## config.mk

```make
export PLATFORM = sky130hd
export DESIGN_NAME = adc_seq_ctrl
export DESIGN_NICKNAME = d
export VERILOG_FILES = /design/src/verilog/adc_seq_pkg.sv /design/src/verilog/result_format.sv /design/src/verilog/adc_seq_ctrl.sv
export SDC_FILE = /design/constraint.sdc
export NUM_CORES = 1
export LEC_CHECK = 0
export ABC_AREA = 1
export BUFFER_PORTS_ARGS = -buffer_cell sky130_fd_sc_hd__buf_2
export CAP_MARGIN = 20
export CORE_ASPECT_RATIO = 1.2
export CORE_MARGIN = 2
export CORE_UTILIZATION = 30
export DETAILED_ROUTE_END_ITERATION = 7
export PLACE_DENSITY_LB_ADDON = 0.2
export SLEW_MARGIN = 15
export SYNTH_ARGS = -nofsm -noshare
export SYNTH_HDL_FRONTEND = slang
export SYNTH_HIERARCHICAL = 1
export SYNTH_SLANG_ARGS = --single-unit
```

## constraint.sdc

```tcl
create_clock -name ref_clk -period 1.7 [get_ports ref_clk]
set_input_delay 0.085 -clock ref_clk [delete_from_list [all_inputs] [get_ports ref_clk]]
set_output_delay 0.085 -clock ref_clk [all_outputs]
set_load 0.03 [all_outputs]
```

## src/verilog/adc_seq_pkg.sv

```systemverilog
// constants shared by the converter control logic and its result formatter
package adc_seq_pkg;

  // serial transfer shape
  localparam int unsigned WORD_BITS  = 16;              // bits shifted out per transfer
  localparam int unsigned CTRL_BITS  = 12;              // leading input bits loaded as control
  localparam int unsigned DATA_BITS  = 12;              // widest result field
  localparam int unsigned RAW_BITS   = 13;              // front-end code over twice the reference
  localparam logic [4:0]  LAST_FALL  = 5'h0F;           // count value at the final clock fall

  // control word bit positions
  localparam int unsigned WRITE_POS  = 11;
  localparam int unsigned SEQ_HI_POS = 10;
  localparam int unsigned ADDR_HI_POS = 7;
  localparam int unsigned ADDR_LO_POS = 6;
  localparam int unsigned PM_HI_POS  = 5;
  localparam int unsigned PM_LO_POS  = 4;
  localparam int unsigned SEQ_LO_POS = 3;
  localparam int unsigned RANGE_POS  = 1;
  localparam int unsigned CODING_POS = 0;

  // sequence-mode codes {seq_mode_hi, seq_mode_lo}
  localparam logic [1:0]  SEQ_KEEP   = 2'h2;            // leaves a running sequence alone
  localparam logic [1:0]  SEQ_START  = 2'h3;            // programs ascending sequence

  // values after reset
  localparam logic [11:0] CTRL_RESET = 12'h030;         // normal power, channel 0, binary
  localparam logic [1:0]  CHAN_RESET = 2'h0;
  localparam logic [1:0]  SYNC_RESET = 2'h3;            // sync stages idle high
  localparam logic [12:0] FULL_12    = 13'h0FFF;        // largest code of a 12-bit field

  typedef enum logic [1:0] {
    st_idle,
    st_shift,
    st_wait
  } xfer_state_t;

endpackage : adc_seq_pkg

```

## src/verilog/result_format.sv

```systemverilog
// result formatter: range, coding and 16-bit output word packing
module result_format #(
  parameter int unsigned RES = 12
) (
  input  wire logic [12:0] raw_code,
  input  wire logic        range_ref,
  input  wire logic        twos_sel,
  input  wire logic [1:0]  chan,
  output logic      [15:0] word
);

  localparam logic [11:0] KEEP_MASK = 12'hFFF << (12 - RES);

  logic [11:0] span_code;
  logic [11:0] coded;

  // range scales the code, coding flips the top bit, trailing bits are cleared
  always_comb begin
    if (range_ref) begin
      span_code = (raw_code > adc_seq_pkg::FULL_12) ? 12'hFFF : raw_code[11:0];
    end else begin
      span_code = raw_code[12:1];   // one step is twice as wide over the doubled span
    end
    coded = twos_sel ? {~span_code[11], span_code[10:0]} : span_code; // mid-span maps to zero
    word  = {2'h0, chan, coded & KEEP_MASK};
  end

endmodule : result_format

```

## src/verilog/adc_seq_ctrl.sv

```systemverilog
// serial control, channel sequencer and result output of a four-channel converter
module adc_seq_ctrl #(
  parameter int unsigned RES = 12
) (
  input  wire logic        ref_clk,
  input  wire logic        resetn,
  input  wire logic        cs_n,
  input  wire logic        sclk,
  input  wire logic        din,
  input  wire logic [12:0] conv_raw,
  output logic             dout,
  output logic             dout_oe,
  output logic [1:0]       mux_chan,
  output logic             sample_hold,
  output logic             range_ref,
  output logic [1:0]       power_mode,
  output logic             seq_active
);

  logic [2:0]                  sync1_reg;
  logic [2:0]                  sync2_reg;
  logic [2:0]                  sync3_reg;
  logic [2:0]                  filt_reg;
  logic [2:0]                  prev_reg;
  adc_seq_pkg::xfer_state_t    state_reg;
  logic [4:0]                  bit_cnt_reg;
  logic [11:0]                 shift_in_reg;
  logic [15:0]                 word_reg;
  logic [15:0]                 word_next;
  logic [11:0]                 ctrl_reg;
  logic                        seq_active_reg;
  logic [1:0]                  seq_ptr_reg;
  logic [1:0]                  seq_last_reg;
  logic                        conv_seq_reg;
  logic [1:0]                  mux_chan_reg;
  logic                        dout_reg;
  logic                        dout_oe_reg;
  logic                        cs_fall;
  logic                        cs_rise;
  logic                        sclk_rise;
  logic                        sclk_fall;
  logic                        din_f;
  logic                        xfer_done;
  logic                        wr_now;
  logic [1:0]                  seq_code;
  logic [1:0]                  ctrl_addr;
  logic                        shift_take;
  logic [3:0]                  in_cnt_reg;

  // three-stage synchronisers; a level is accepted once stages two and three agree
  genvar gi;
  generate
    for (gi = 0; gi < 3; gi++) begin : g_sync
      always_ff @(posedge ref_clk) begin
        if (!resetn) begin
          sync1_reg[gi] <= adc_seq_pkg::SYNC_RESET[0];
          sync2_reg[gi] <= adc_seq_pkg::SYNC_RESET[0];
          sync3_reg[gi] <= adc_seq_pkg::SYNC_RESET[0];
          filt_reg[gi]  <= adc_seq_pkg::SYNC_RESET[0];
          prev_reg[gi]  <= adc_seq_pkg::SYNC_RESET[0];
        end else begin
          sync1_reg[gi] <= (gi == 0) ? cs_n : ((gi == 1) ? sclk : din);
          sync2_reg[gi] <= sync1_reg[gi];
          sync3_reg[gi] <= sync2_reg[gi];
          if (sync2_reg[gi] == sync3_reg[gi]) begin
            filt_reg[gi] <= sync3_reg[gi];
          end
          prev_reg[gi] <= filt_reg[gi];
        end
      end
    end
  endgenerate

  // edge detection on the filtered levels
  assign cs_fall   = prev_reg[0] & ~filt_reg[0];
  assign cs_rise   = ~prev_reg[0] & filt_reg[0];
  assign sclk_rise = ~prev_reg[1] & filt_reg[1];
  assign sclk_fall = prev_reg[1] & ~filt_reg[1];
  assign din_f     = filt_reg[2];

  assign xfer_done = (state_reg == adc_seq_pkg::st_shift) && !cs_rise && sclk_fall
                     && (bit_cnt_reg == adc_seq_pkg::LAST_FALL);
  assign wr_now    = xfer_done && shift_in_reg[adc_seq_pkg::WRITE_POS];
  assign seq_code  = {shift_in_reg[adc_seq_pkg::SEQ_HI_POS],
                      shift_in_reg[adc_seq_pkg::SEQ_LO_POS]};
  assign ctrl_addr = {ctrl_reg[adc_seq_pkg::ADDR_HI_POS], ctrl_reg[adc_seq_pkg::ADDR_LO_POS]};

  // a control bit is taken on the rise that follows each of the first twelve falls
  assign shift_take = (state_reg == adc_seq_pkg::st_shift) && !cs_rise && sclk_rise
                      && (bit_cnt_reg >= 5'h01)
                      && (bit_cnt_reg <= 5'(adc_seq_pkg::CTRL_BITS));

  // result word from the current range and coding settings
  result_format #(
    .RES(RES)
  ) u_fmt (
    .raw_code (conv_raw),
    .range_ref(ctrl_reg[adc_seq_pkg::RANGE_POS]),
    .twos_sel (ctrl_reg[adc_seq_pkg::CODING_POS]),
    .chan     (mux_chan_reg),
    .word     (word_next)
  );

  // transfer sequencing: bit counting, input shifting and output shifting
  always_ff @(posedge ref_clk) begin
    if (!resetn) begin
      state_reg    <= adc_seq_pkg::st_idle;
      bit_cnt_reg  <= 5'h00;
      shift_in_reg <= 12'h000;
      word_reg     <= 16'h0000;
      dout_reg     <= 1'b0;
      dout_oe_reg  <= 1'b0;
    end else begin
      case (state_reg)
        adc_seq_pkg::st_idle: begin
          if (cs_fall) begin
            state_reg   <= adc_seq_pkg::st_shift;
            bit_cnt_reg <= 5'h00;
            dout_reg    <= 1'b0;          // first leading zero
            dout_oe_reg <= 1'b1;
          end
        end
        adc_seq_pkg::st_shift: begin
          if (cs_rise) begin
            state_reg   <= adc_seq_pkg::st_idle;   // aborted transfer loads nothing
            dout_oe_reg <= 1'b0;
          end else begin
            if (shift_take) begin
              shift_in_reg <= {shift_in_reg[10:0], din_f};   // msb first
            end
            if (sclk_fall) begin
              bit_cnt_reg <= bit_cnt_reg + 5'h01;
              if (bit_cnt_reg == 5'h00) begin
                word_reg <= word_next;    // result taken at the first clock fall
                dout_reg <= 1'b0;         // second leading zero
              end else if (bit_cnt_reg == adc_seq_pkg::LAST_FALL) begin
                state_reg   <= adc_seq_pkg::st_wait;
                dout_oe_reg <= 1'b0;
                dout_reg    <= 1'b0;
              end else begin
                dout_reg <= word_reg[4'(5'h0E - bit_cnt_reg)];  // MSB first
              end
            end
          end
        end
        adc_seq_pkg::st_wait: begin
          if (cs_rise) begin
            state_reg <= adc_seq_pkg::st_idle;
          end
        end
        default: begin
          state_reg <= adc_seq_pkg::st_idle;
        end
      endcase
    end
  end

  // control register loads only on completed transfers with the write flag set
  always_ff @(posedge ref_clk) begin
    if (!resetn) begin
      ctrl_reg <= adc_seq_pkg::CTRL_RESET;
    end else if (wr_now) begin
      ctrl_reg <= shift_in_reg;
    end
  end

  // channel chosen at the start of a conversion
  always_ff @(posedge ref_clk) begin
    if (!resetn) begin
      mux_chan_reg <= adc_seq_pkg::CHAN_RESET;
      conv_seq_reg <= 1'b0;
    end else if (state_reg == adc_seq_pkg::st_idle && cs_fall) begin
      conv_seq_reg <= seq_active_reg;
      if (seq_active_reg) begin
        mux_chan_reg <= seq_ptr_reg;
      end else begin
        mux_chan_reg <= ctrl_addr;        // binary index
      end
    end
  end

  // sequencer: start, stop, step and wrap at the end of each transfer
  always_ff @(posedge ref_clk) begin
    if (!resetn) begin
      seq_active_reg <= 1'b0;
      seq_ptr_reg    <= adc_seq_pkg::CHAN_RESET;
      seq_last_reg   <= adc_seq_pkg::CHAN_RESET;
    end else if (xfer_done) begin
      if (wr_now && seq_code == adc_seq_pkg::SEQ_START) begin
        seq_active_reg <= 1'b1;
        seq_ptr_reg    <= 2'h0;
        seq_last_reg   <= {shift_in_reg[adc_seq_pkg::ADDR_HI_POS],
                           shift_in_reg[adc_seq_pkg::ADDR_LO_POS]};
      end else if (wr_now && seq_code != adc_seq_pkg::SEQ_KEEP) begin
        seq_active_reg <= 1'b0;
      end else if (seq_active_reg && conv_seq_reg) begin
        if (seq_ptr_reg == seq_last_reg) begin
          seq_ptr_reg <= 2'h0;
        end else begin
          seq_ptr_reg <= seq_ptr_reg + 2'h1;
        end
      end
    end
  end

  // helper for the checks below: control bits taken in the current frame
  always_ff @(posedge ref_clk) begin
    if (!resetn) begin
      in_cnt_reg <= 4'h0;
    end else if (state_reg == adc_seq_pkg::st_idle) begin
      in_cnt_reg <= 4'h0;
    end else if (shift_take) begin
      in_cnt_reg <= in_cnt_reg + 4'h1;
    end
  end

  assign dout        = dout_reg;
  assign dout_oe     = dout_oe_reg;
  assign mux_chan    = mux_chan_reg;
  assign sample_hold = dout_oe_reg;
  assign range_ref   = ctrl_reg[adc_seq_pkg::RANGE_POS];
  assign power_mode  = {ctrl_reg[adc_seq_pkg::PM_HI_POS], ctrl_reg[adc_seq_pkg::PM_LO_POS]};
  assign seq_active  = seq_active_reg;

  // checks on the control and sequencing behaviour
  a_ctrl_write_load: assert property (@(posedge ref_clk) disable iff (!resetn)
    wr_now |=> ctrl_reg == $past(shift_in_reg))
    else $error("control register did not load on write");

  a_ctrl_no_write: assert property (@(posedge ref_clk) disable iff (!resetn)
    (xfer_done && !shift_in_reg[adc_seq_pkg::WRITE_POS]) |=> $stable(ctrl_reg))
    else $error("control register changed without write flag");

  a_seq_start_zero: assert property (@(posedge ref_clk) disable iff (!resetn)
    (wr_now && seq_code == adc_seq_pkg::SEQ_START) |=> seq_active_reg && seq_ptr_reg == 2'h0)
    else $error("sequence did not start at channel 0");

  a_seq_stop_write: assert property (@(posedge ref_clk) disable iff (!resetn)
    (wr_now && seq_code != adc_seq_pkg::SEQ_KEEP && seq_code != adc_seq_pkg::SEQ_START)
    |=> !seq_active_reg)
    else $error("sequence not ended by terminating write");

  a_seq_wrap_zero: assert property (@(posedge ref_clk) disable iff (!resetn)
    (xfer_done && !wr_now && seq_active_reg && conv_seq_reg && seq_ptr_reg == seq_last_reg)
    |=> seq_ptr_reg == 2'h0 && seq_active_reg)
    else $error("sequence did not wrap to channel 0");

  a_seq_step_one: assert property (@(posedge ref_clk) disable iff (!resetn)
    (xfer_done && !wr_now && seq_active_reg && conv_seq_reg && seq_ptr_reg != seq_last_reg)
    |=> seq_ptr_reg == $past(seq_ptr_reg) + 2'h1)
    else $error("sequence pointer did not step by one");

  a_manual_chan_sel: assert property (@(posedge ref_clk) disable iff (!resetn)
    (state_reg == adc_seq_pkg::st_idle && cs_fall && !seq_active_reg)
    |=> mux_chan_reg == $past(ctrl_addr))
    else $error("manual channel differs from address bits");

  a_word_chan_tag: assert property (@(posedge ref_clk) disable iff (!resetn)
    (state_reg == adc_seq_pkg::st_shift && bit_cnt_reg != 5'h00)
    |-> word_reg[13:12] == mux_chan_reg && word_reg[15:14] == 2'h0)
    else $error("output word address differs from converted channel");

  a_lead_zero_out: assert property (@(posedge ref_clk) disable iff (!resetn)
    (state_reg == adc_seq_pkg::st_idle && cs_fall) |=> dout_oe_reg && !dout_reg)
    else $error("transfer did not open with a driven zero");

  a_ctrl_bit_count: assert property (@(posedge ref_clk) disable iff (!resetn)
    xfer_done |-> in_cnt_reg == 4'(adc_seq_pkg::CTRL_BITS))
    else $error("control word did not take exactly twelve bits");

  a_seq_chan_ptr: assert property (@(posedge ref_clk) disable iff (!resetn)
    (state_reg == adc_seq_pkg::st_idle && cs_fall && seq_active_reg)
    |=> mux_chan_reg == $past(seq_ptr_reg) && conv_seq_reg)
    else $error("sequenced conversion used a channel other than the pointer");

  a_oe_drop_end: assert property (@(posedge ref_clk) disable iff (!resetn)
    xfer_done |=> !dout_oe_reg && state_reg == adc_seq_pkg::st_wait)
    else $error("output stayed enabled after the last clock fall");

  a_abort_no_load: assert property (@(posedge ref_clk) disable iff (!resetn)
    (state_reg == adc_seq_pkg::st_shift && cs_rise)
    |=> $stable(ctrl_reg) && $stable(seq_active_reg) && $stable(seq_ptr_reg))
    else $error("cut frame changed control or sequencer state");

  a_seq_hold_idle: assert property (@(posedge ref_clk) disable iff (!resetn)
    (!seq_active_reg && !(wr_now && seq_code == adc_seq_pkg::SEQ_START))
    |=> !seq_active_reg)
    else $error("sequencer started without a start code");

endmodule : adc_seq_ctrl

```

==> out/summary.md <==
The signal on the critical path passes through ha_4 > nand2_4 > nor2_4 > ha_4 > nand3_4 > nor2_4 > nand3_4 > nand2_2 > nand3_2 > nor2_1 > nor2_1. The total routing usage reported by global routing came out at 0.129. The min-delay analysis places its worst path in the category in2reg.

The slowest stage of the critical path belongs to the cell sky130_fd_sc_hd__dfxtp_4. The number of clock buffers added by TritonCTS is 9. The count of cells in the finished layout, fillers not included, comes to 592. For this design the top-level I/O count stands at 27.

On the worst path, the slowest cell contributes a delay of 0.37 ns. The effective utilization at floorplan came out at 0.306. Layout cell share with drive strength beyond 1: 0.260. The worst hold-check slack is 0.148 ns, and the clock-pin slew on the worst setup and hold paths is 0.05 ns. STA classifies the critical path startpoint as a flop. The run gives 0 as the number of hold-slack violations in the final timing report. After the last flow step, the layout net total stands at 483. Time the worst path needs with I/O delays and setup: 1.70 ns. The area added between synthesis and finish is 27.0%. The worst setup path is captured at a flop.

Synthesis instantiated 32 different standard cells from the library. For the number of design rule violations left after detail routing, the log shows 0. The synthesized design contains 65 register bits.

The run gives 418 as the number of cells produced by synthesis. The number of violations reported at the end of detailed-routing iteration 0 was 122. The tools report the initial antenna violation count as 0. The overall via count from detail_route came out at 2695.

Setup repair after global routing could not meet its margin everywhere. The tools report the number of filler instances in the final layout as 1042. The logs give -0.00408 ns for the worst setup margin and 0 for the aggregate global routing overflow. The width of the die was 96.1 um; the routability-driven placement congestion ratio was 0.744. The run finished, with violations left.

The die covers 11000 sq um. The clock sink count is 65, and the number of placed cells counting well taps is 563. The most common library cell in the layout ignoring fill and taps is sky130_fd_sc_hd__nand2_1. The final reports fail on negative setup slack. Number of buffers on the longest clock path: 2. Summed over all nets, the half-perimeter wirelength after detailed placement is 4700 um. The first detailed-routing pass ran for 4 iterations. Clock tree synthesis selected as its root buffer the cell sky130_fd_sc_hd__clkbuf_16.

Row generation in the floorplan step produced 40 rows. The part of the Yosys area used for sequential elements is 0.426, and the count of final setup violators is 1. The maximum net fanout on the critical path is 7, and the count of maximum capacitance violations is 0.

The critical path class is reg2reg. The average wire length per cell after detail routing was 11.8 um; the synthesis warning total was 6. The run gives 1.55 nW as the cell leakage power. For the final database, setup skew stands at 0.00669 ns.

The register with the most flip-flops in the layout has 16 of them. For the worst-skew pair, the clock arrives at the later sink with an insertion delay of 0.32 ns. The final wirelength was 6990 um. Post-route clock period utilization: 1.00. The logs give 45 for the maximum number of pins on one net before global-route repair and 3 for the H-tree depth. The floorplan step set the die height to 114 um. The average instance area after synthesis is 7.30 sq um, and the mean number of vias per cell is 4.55. The via count of the first global-routing pass is 2554, and the cell area after synthesis is 3050 sq um. For the final-report max-slew violation count, the log shows 0. Leaving out fill and tap cells, the most frequent cells in the layout are sky130_fd_sc_hd__nand2_1 (73), sky130_fd_sc_hd__dfxtp_1 (62), sky130_fd_sc_hd__nor2_1 (45), sky130_fd_sc_hd__inv_1 (42), sky130_fd_sc_hd__a21oi_1 (33).

The tools report the data arrival at the endpoint of the critical path as 1.92 ns. Once detail routing completed, the nets flagged for antenna violations numbered 0. For this design the ratio of total power to cell area is 1100 nW/um^2.

TritonCTS built the clock tree. 0 antenna diodes ended up in the layout. The run gives 587 MHz as the highest achievable clock rate. The count of input and output buffers was 26.

The global-route wire length before repair was 11000 um; the worst vdd rail ir drop was 0.512 mV. The tools report the standard cell core area as 9960 sq um. Data required time at the worst endpoint: 1.92 ns.
## per-layer routing
metal  track usage  part of all wire  vias up  routed length [um]
li1              -                 -     1419                   -
met2         0.220              0.51       27                3590
met3        0.0336             0.028        8                 193
met5             0                 0        -                   0
met1         0.146              0.44     1241                3100
met4        0.0648             0.015        0                 107
## Yosys cell counts
cell | count | area, sq um
sky130_fd_sc_hd__a211oi_1 | 2 | 15.0
sky130_fd_sc_hd__a21oi_1 | 34 | 170
sky130_fd_sc_hd__buf_2 | 3 | 15.0
sky130_fd_sc_hd__buf_4 | 9 | 67.6
sky130_fd_sc_hd__buf_6 | 5 | 56.3
sky130_fd_sc_hd__clkbuf_1 | 8 | 30.0
sky130_fd_sc_hd__conb_1 | 1 | 3.75
sky130_fd_sc_hd__dfxtp_1 | 65 | 1300
sky130_fd_sc_hd__ha_1 | 4 | 50.1
sky130_fd_sc_hd__inv_1 | 44 | 165
sky130_fd_sc_hd__inv_2 | 4 | 15.0
sky130_fd_sc_hd__nand2_1 | 78 | 293
sky130_fd_sc_hd__nand2_2 | 1 | 6.26
sky130_fd_sc_hd__nand2_4 | 1 | 11.3
sky130_fd_sc_hd__nand3_1 | 29 | 145
sky130_fd_sc_hd__nand3_2 | 2 | 20.0
sky130_fd_sc_hd__nand3_4 | 2 | 35.0
sky130_fd_sc_hd__nand3b_1 | 1 | 7.51
sky130_fd_sc_hd__nand4_1 | 1 | 6.26
sky130_fd_sc_hd__nor2_1 | 48 | 180
sky130_fd_sc_hd__nor2_2 | 1 | 6.26
sky130_fd_sc_hd__nor2_4 | 4 | 45.0
sky130_fd_sc_hd__nor3_1 | 1 | 5.00
sky130_fd_sc_hd__nor3_4 | 1 | 16.3
sky130_fd_sc_hd__o21ai_0 | 34 | 170
sky130_fd_sc_hd__o21ai_1 | 16 | 80.1
sky130_fd_sc_hd__o21ai_2 | 1 | 8.76
sky130_fd_sc_hd__o31ai_1 | 1 | 7.51
sky130_fd_sc_hd__or2_0 | 1 | 6.26
sky130_fd_sc_hd__or2_2 | 11 | 68.8
sky130_fd_sc_hd__xnor2_1 | 3 | 26.3
sky130_fd_sc_hd__xor2_1 | 2 | 17.5
## cells by family after synthesis
logic type / after synthesis / synth area share
adder cells (fa/ha/maj): 4 / 0.0164
flip-flops: 65 / 0.426
AND/OR/NAND/NOR: 182 / 0.279
other: 1 / 0.00123
XOR/XNOR: 5 / 0.0144
buffers and inverters: 73 / 0.114
AO/OA/AOI/OAI: 88 / 0.148
## path summary, 6_finish.rpt
kind	startpoint	endpoint	slack, ns	depth (start not counted)
max reg2reg	bit_cnt_reg[1]	seq_ptr_reg[1]	-0.004	11
min reg2reg	sync1_reg[1]	sync2_reg[1]	0.41	1
min	conv_raw[6]	word_reg[5]	0.15	5
max	bit_cnt_reg[1]	seq_ptr_reg[1]	-0.004	11
## report_power, final
group / internal, W / total [W] / switching (W)
clock network: 0.00106 / 0.00167 / 0.000606
logic: 0.000345 / 0.000923 / 0.000578
registers: 0.00161 / 0.00167 / 0.0000688
## critical path: cells and delay by family (launching register included)
family / cells / cell delay [ns]
and+or+nand+nor: 9 / 0.91
DFF: 1 / 0.37
adders and majority gates: 2 / 0.30
## final cells by class
type                       instances  area (sq um)  share of cell area
sequential                        65          1310               0.338
clock buffer                      14           264              0.0681
inverter                          48           186              0.0481
multi-input combinational        285          1590               0.410
tap                              126           158              0.0407
timing repair buffer              52           357              0.0920
clock inverter                     2          12.5             0.00323
## repair_timing
item                       4_1_cts  5_1_grt
hold buffers                     3        0
hold endpoints to repair         3        0
cloned                           0        4
setup endpoints to repair        9       35
setup buffers                    2        4
pin swaps                        7        7
resized for setup               11       43
## metrics by stage
step            util  setup WS (ns)  total power [W]  setup TNS (ns)  cell area [sq um]
4_1_cts        0.368        -0.0320          0.00419         -0.0428               3670
5_1_grt        0.389        -0.0960          0.00449           -1.14               3880
2_1_floorplan      -         0.0486          0.00227               0               3060
6_report       0.389       -0.00408          0.00427        -0.00408               3880
3_3_place_gp   0.332        -0.0289          0.00249         -0.0419               3300
3_5_place_dp   0.332        -0.0913          0.00249          -0.252               3300
(Power assumes the default switching activity.)
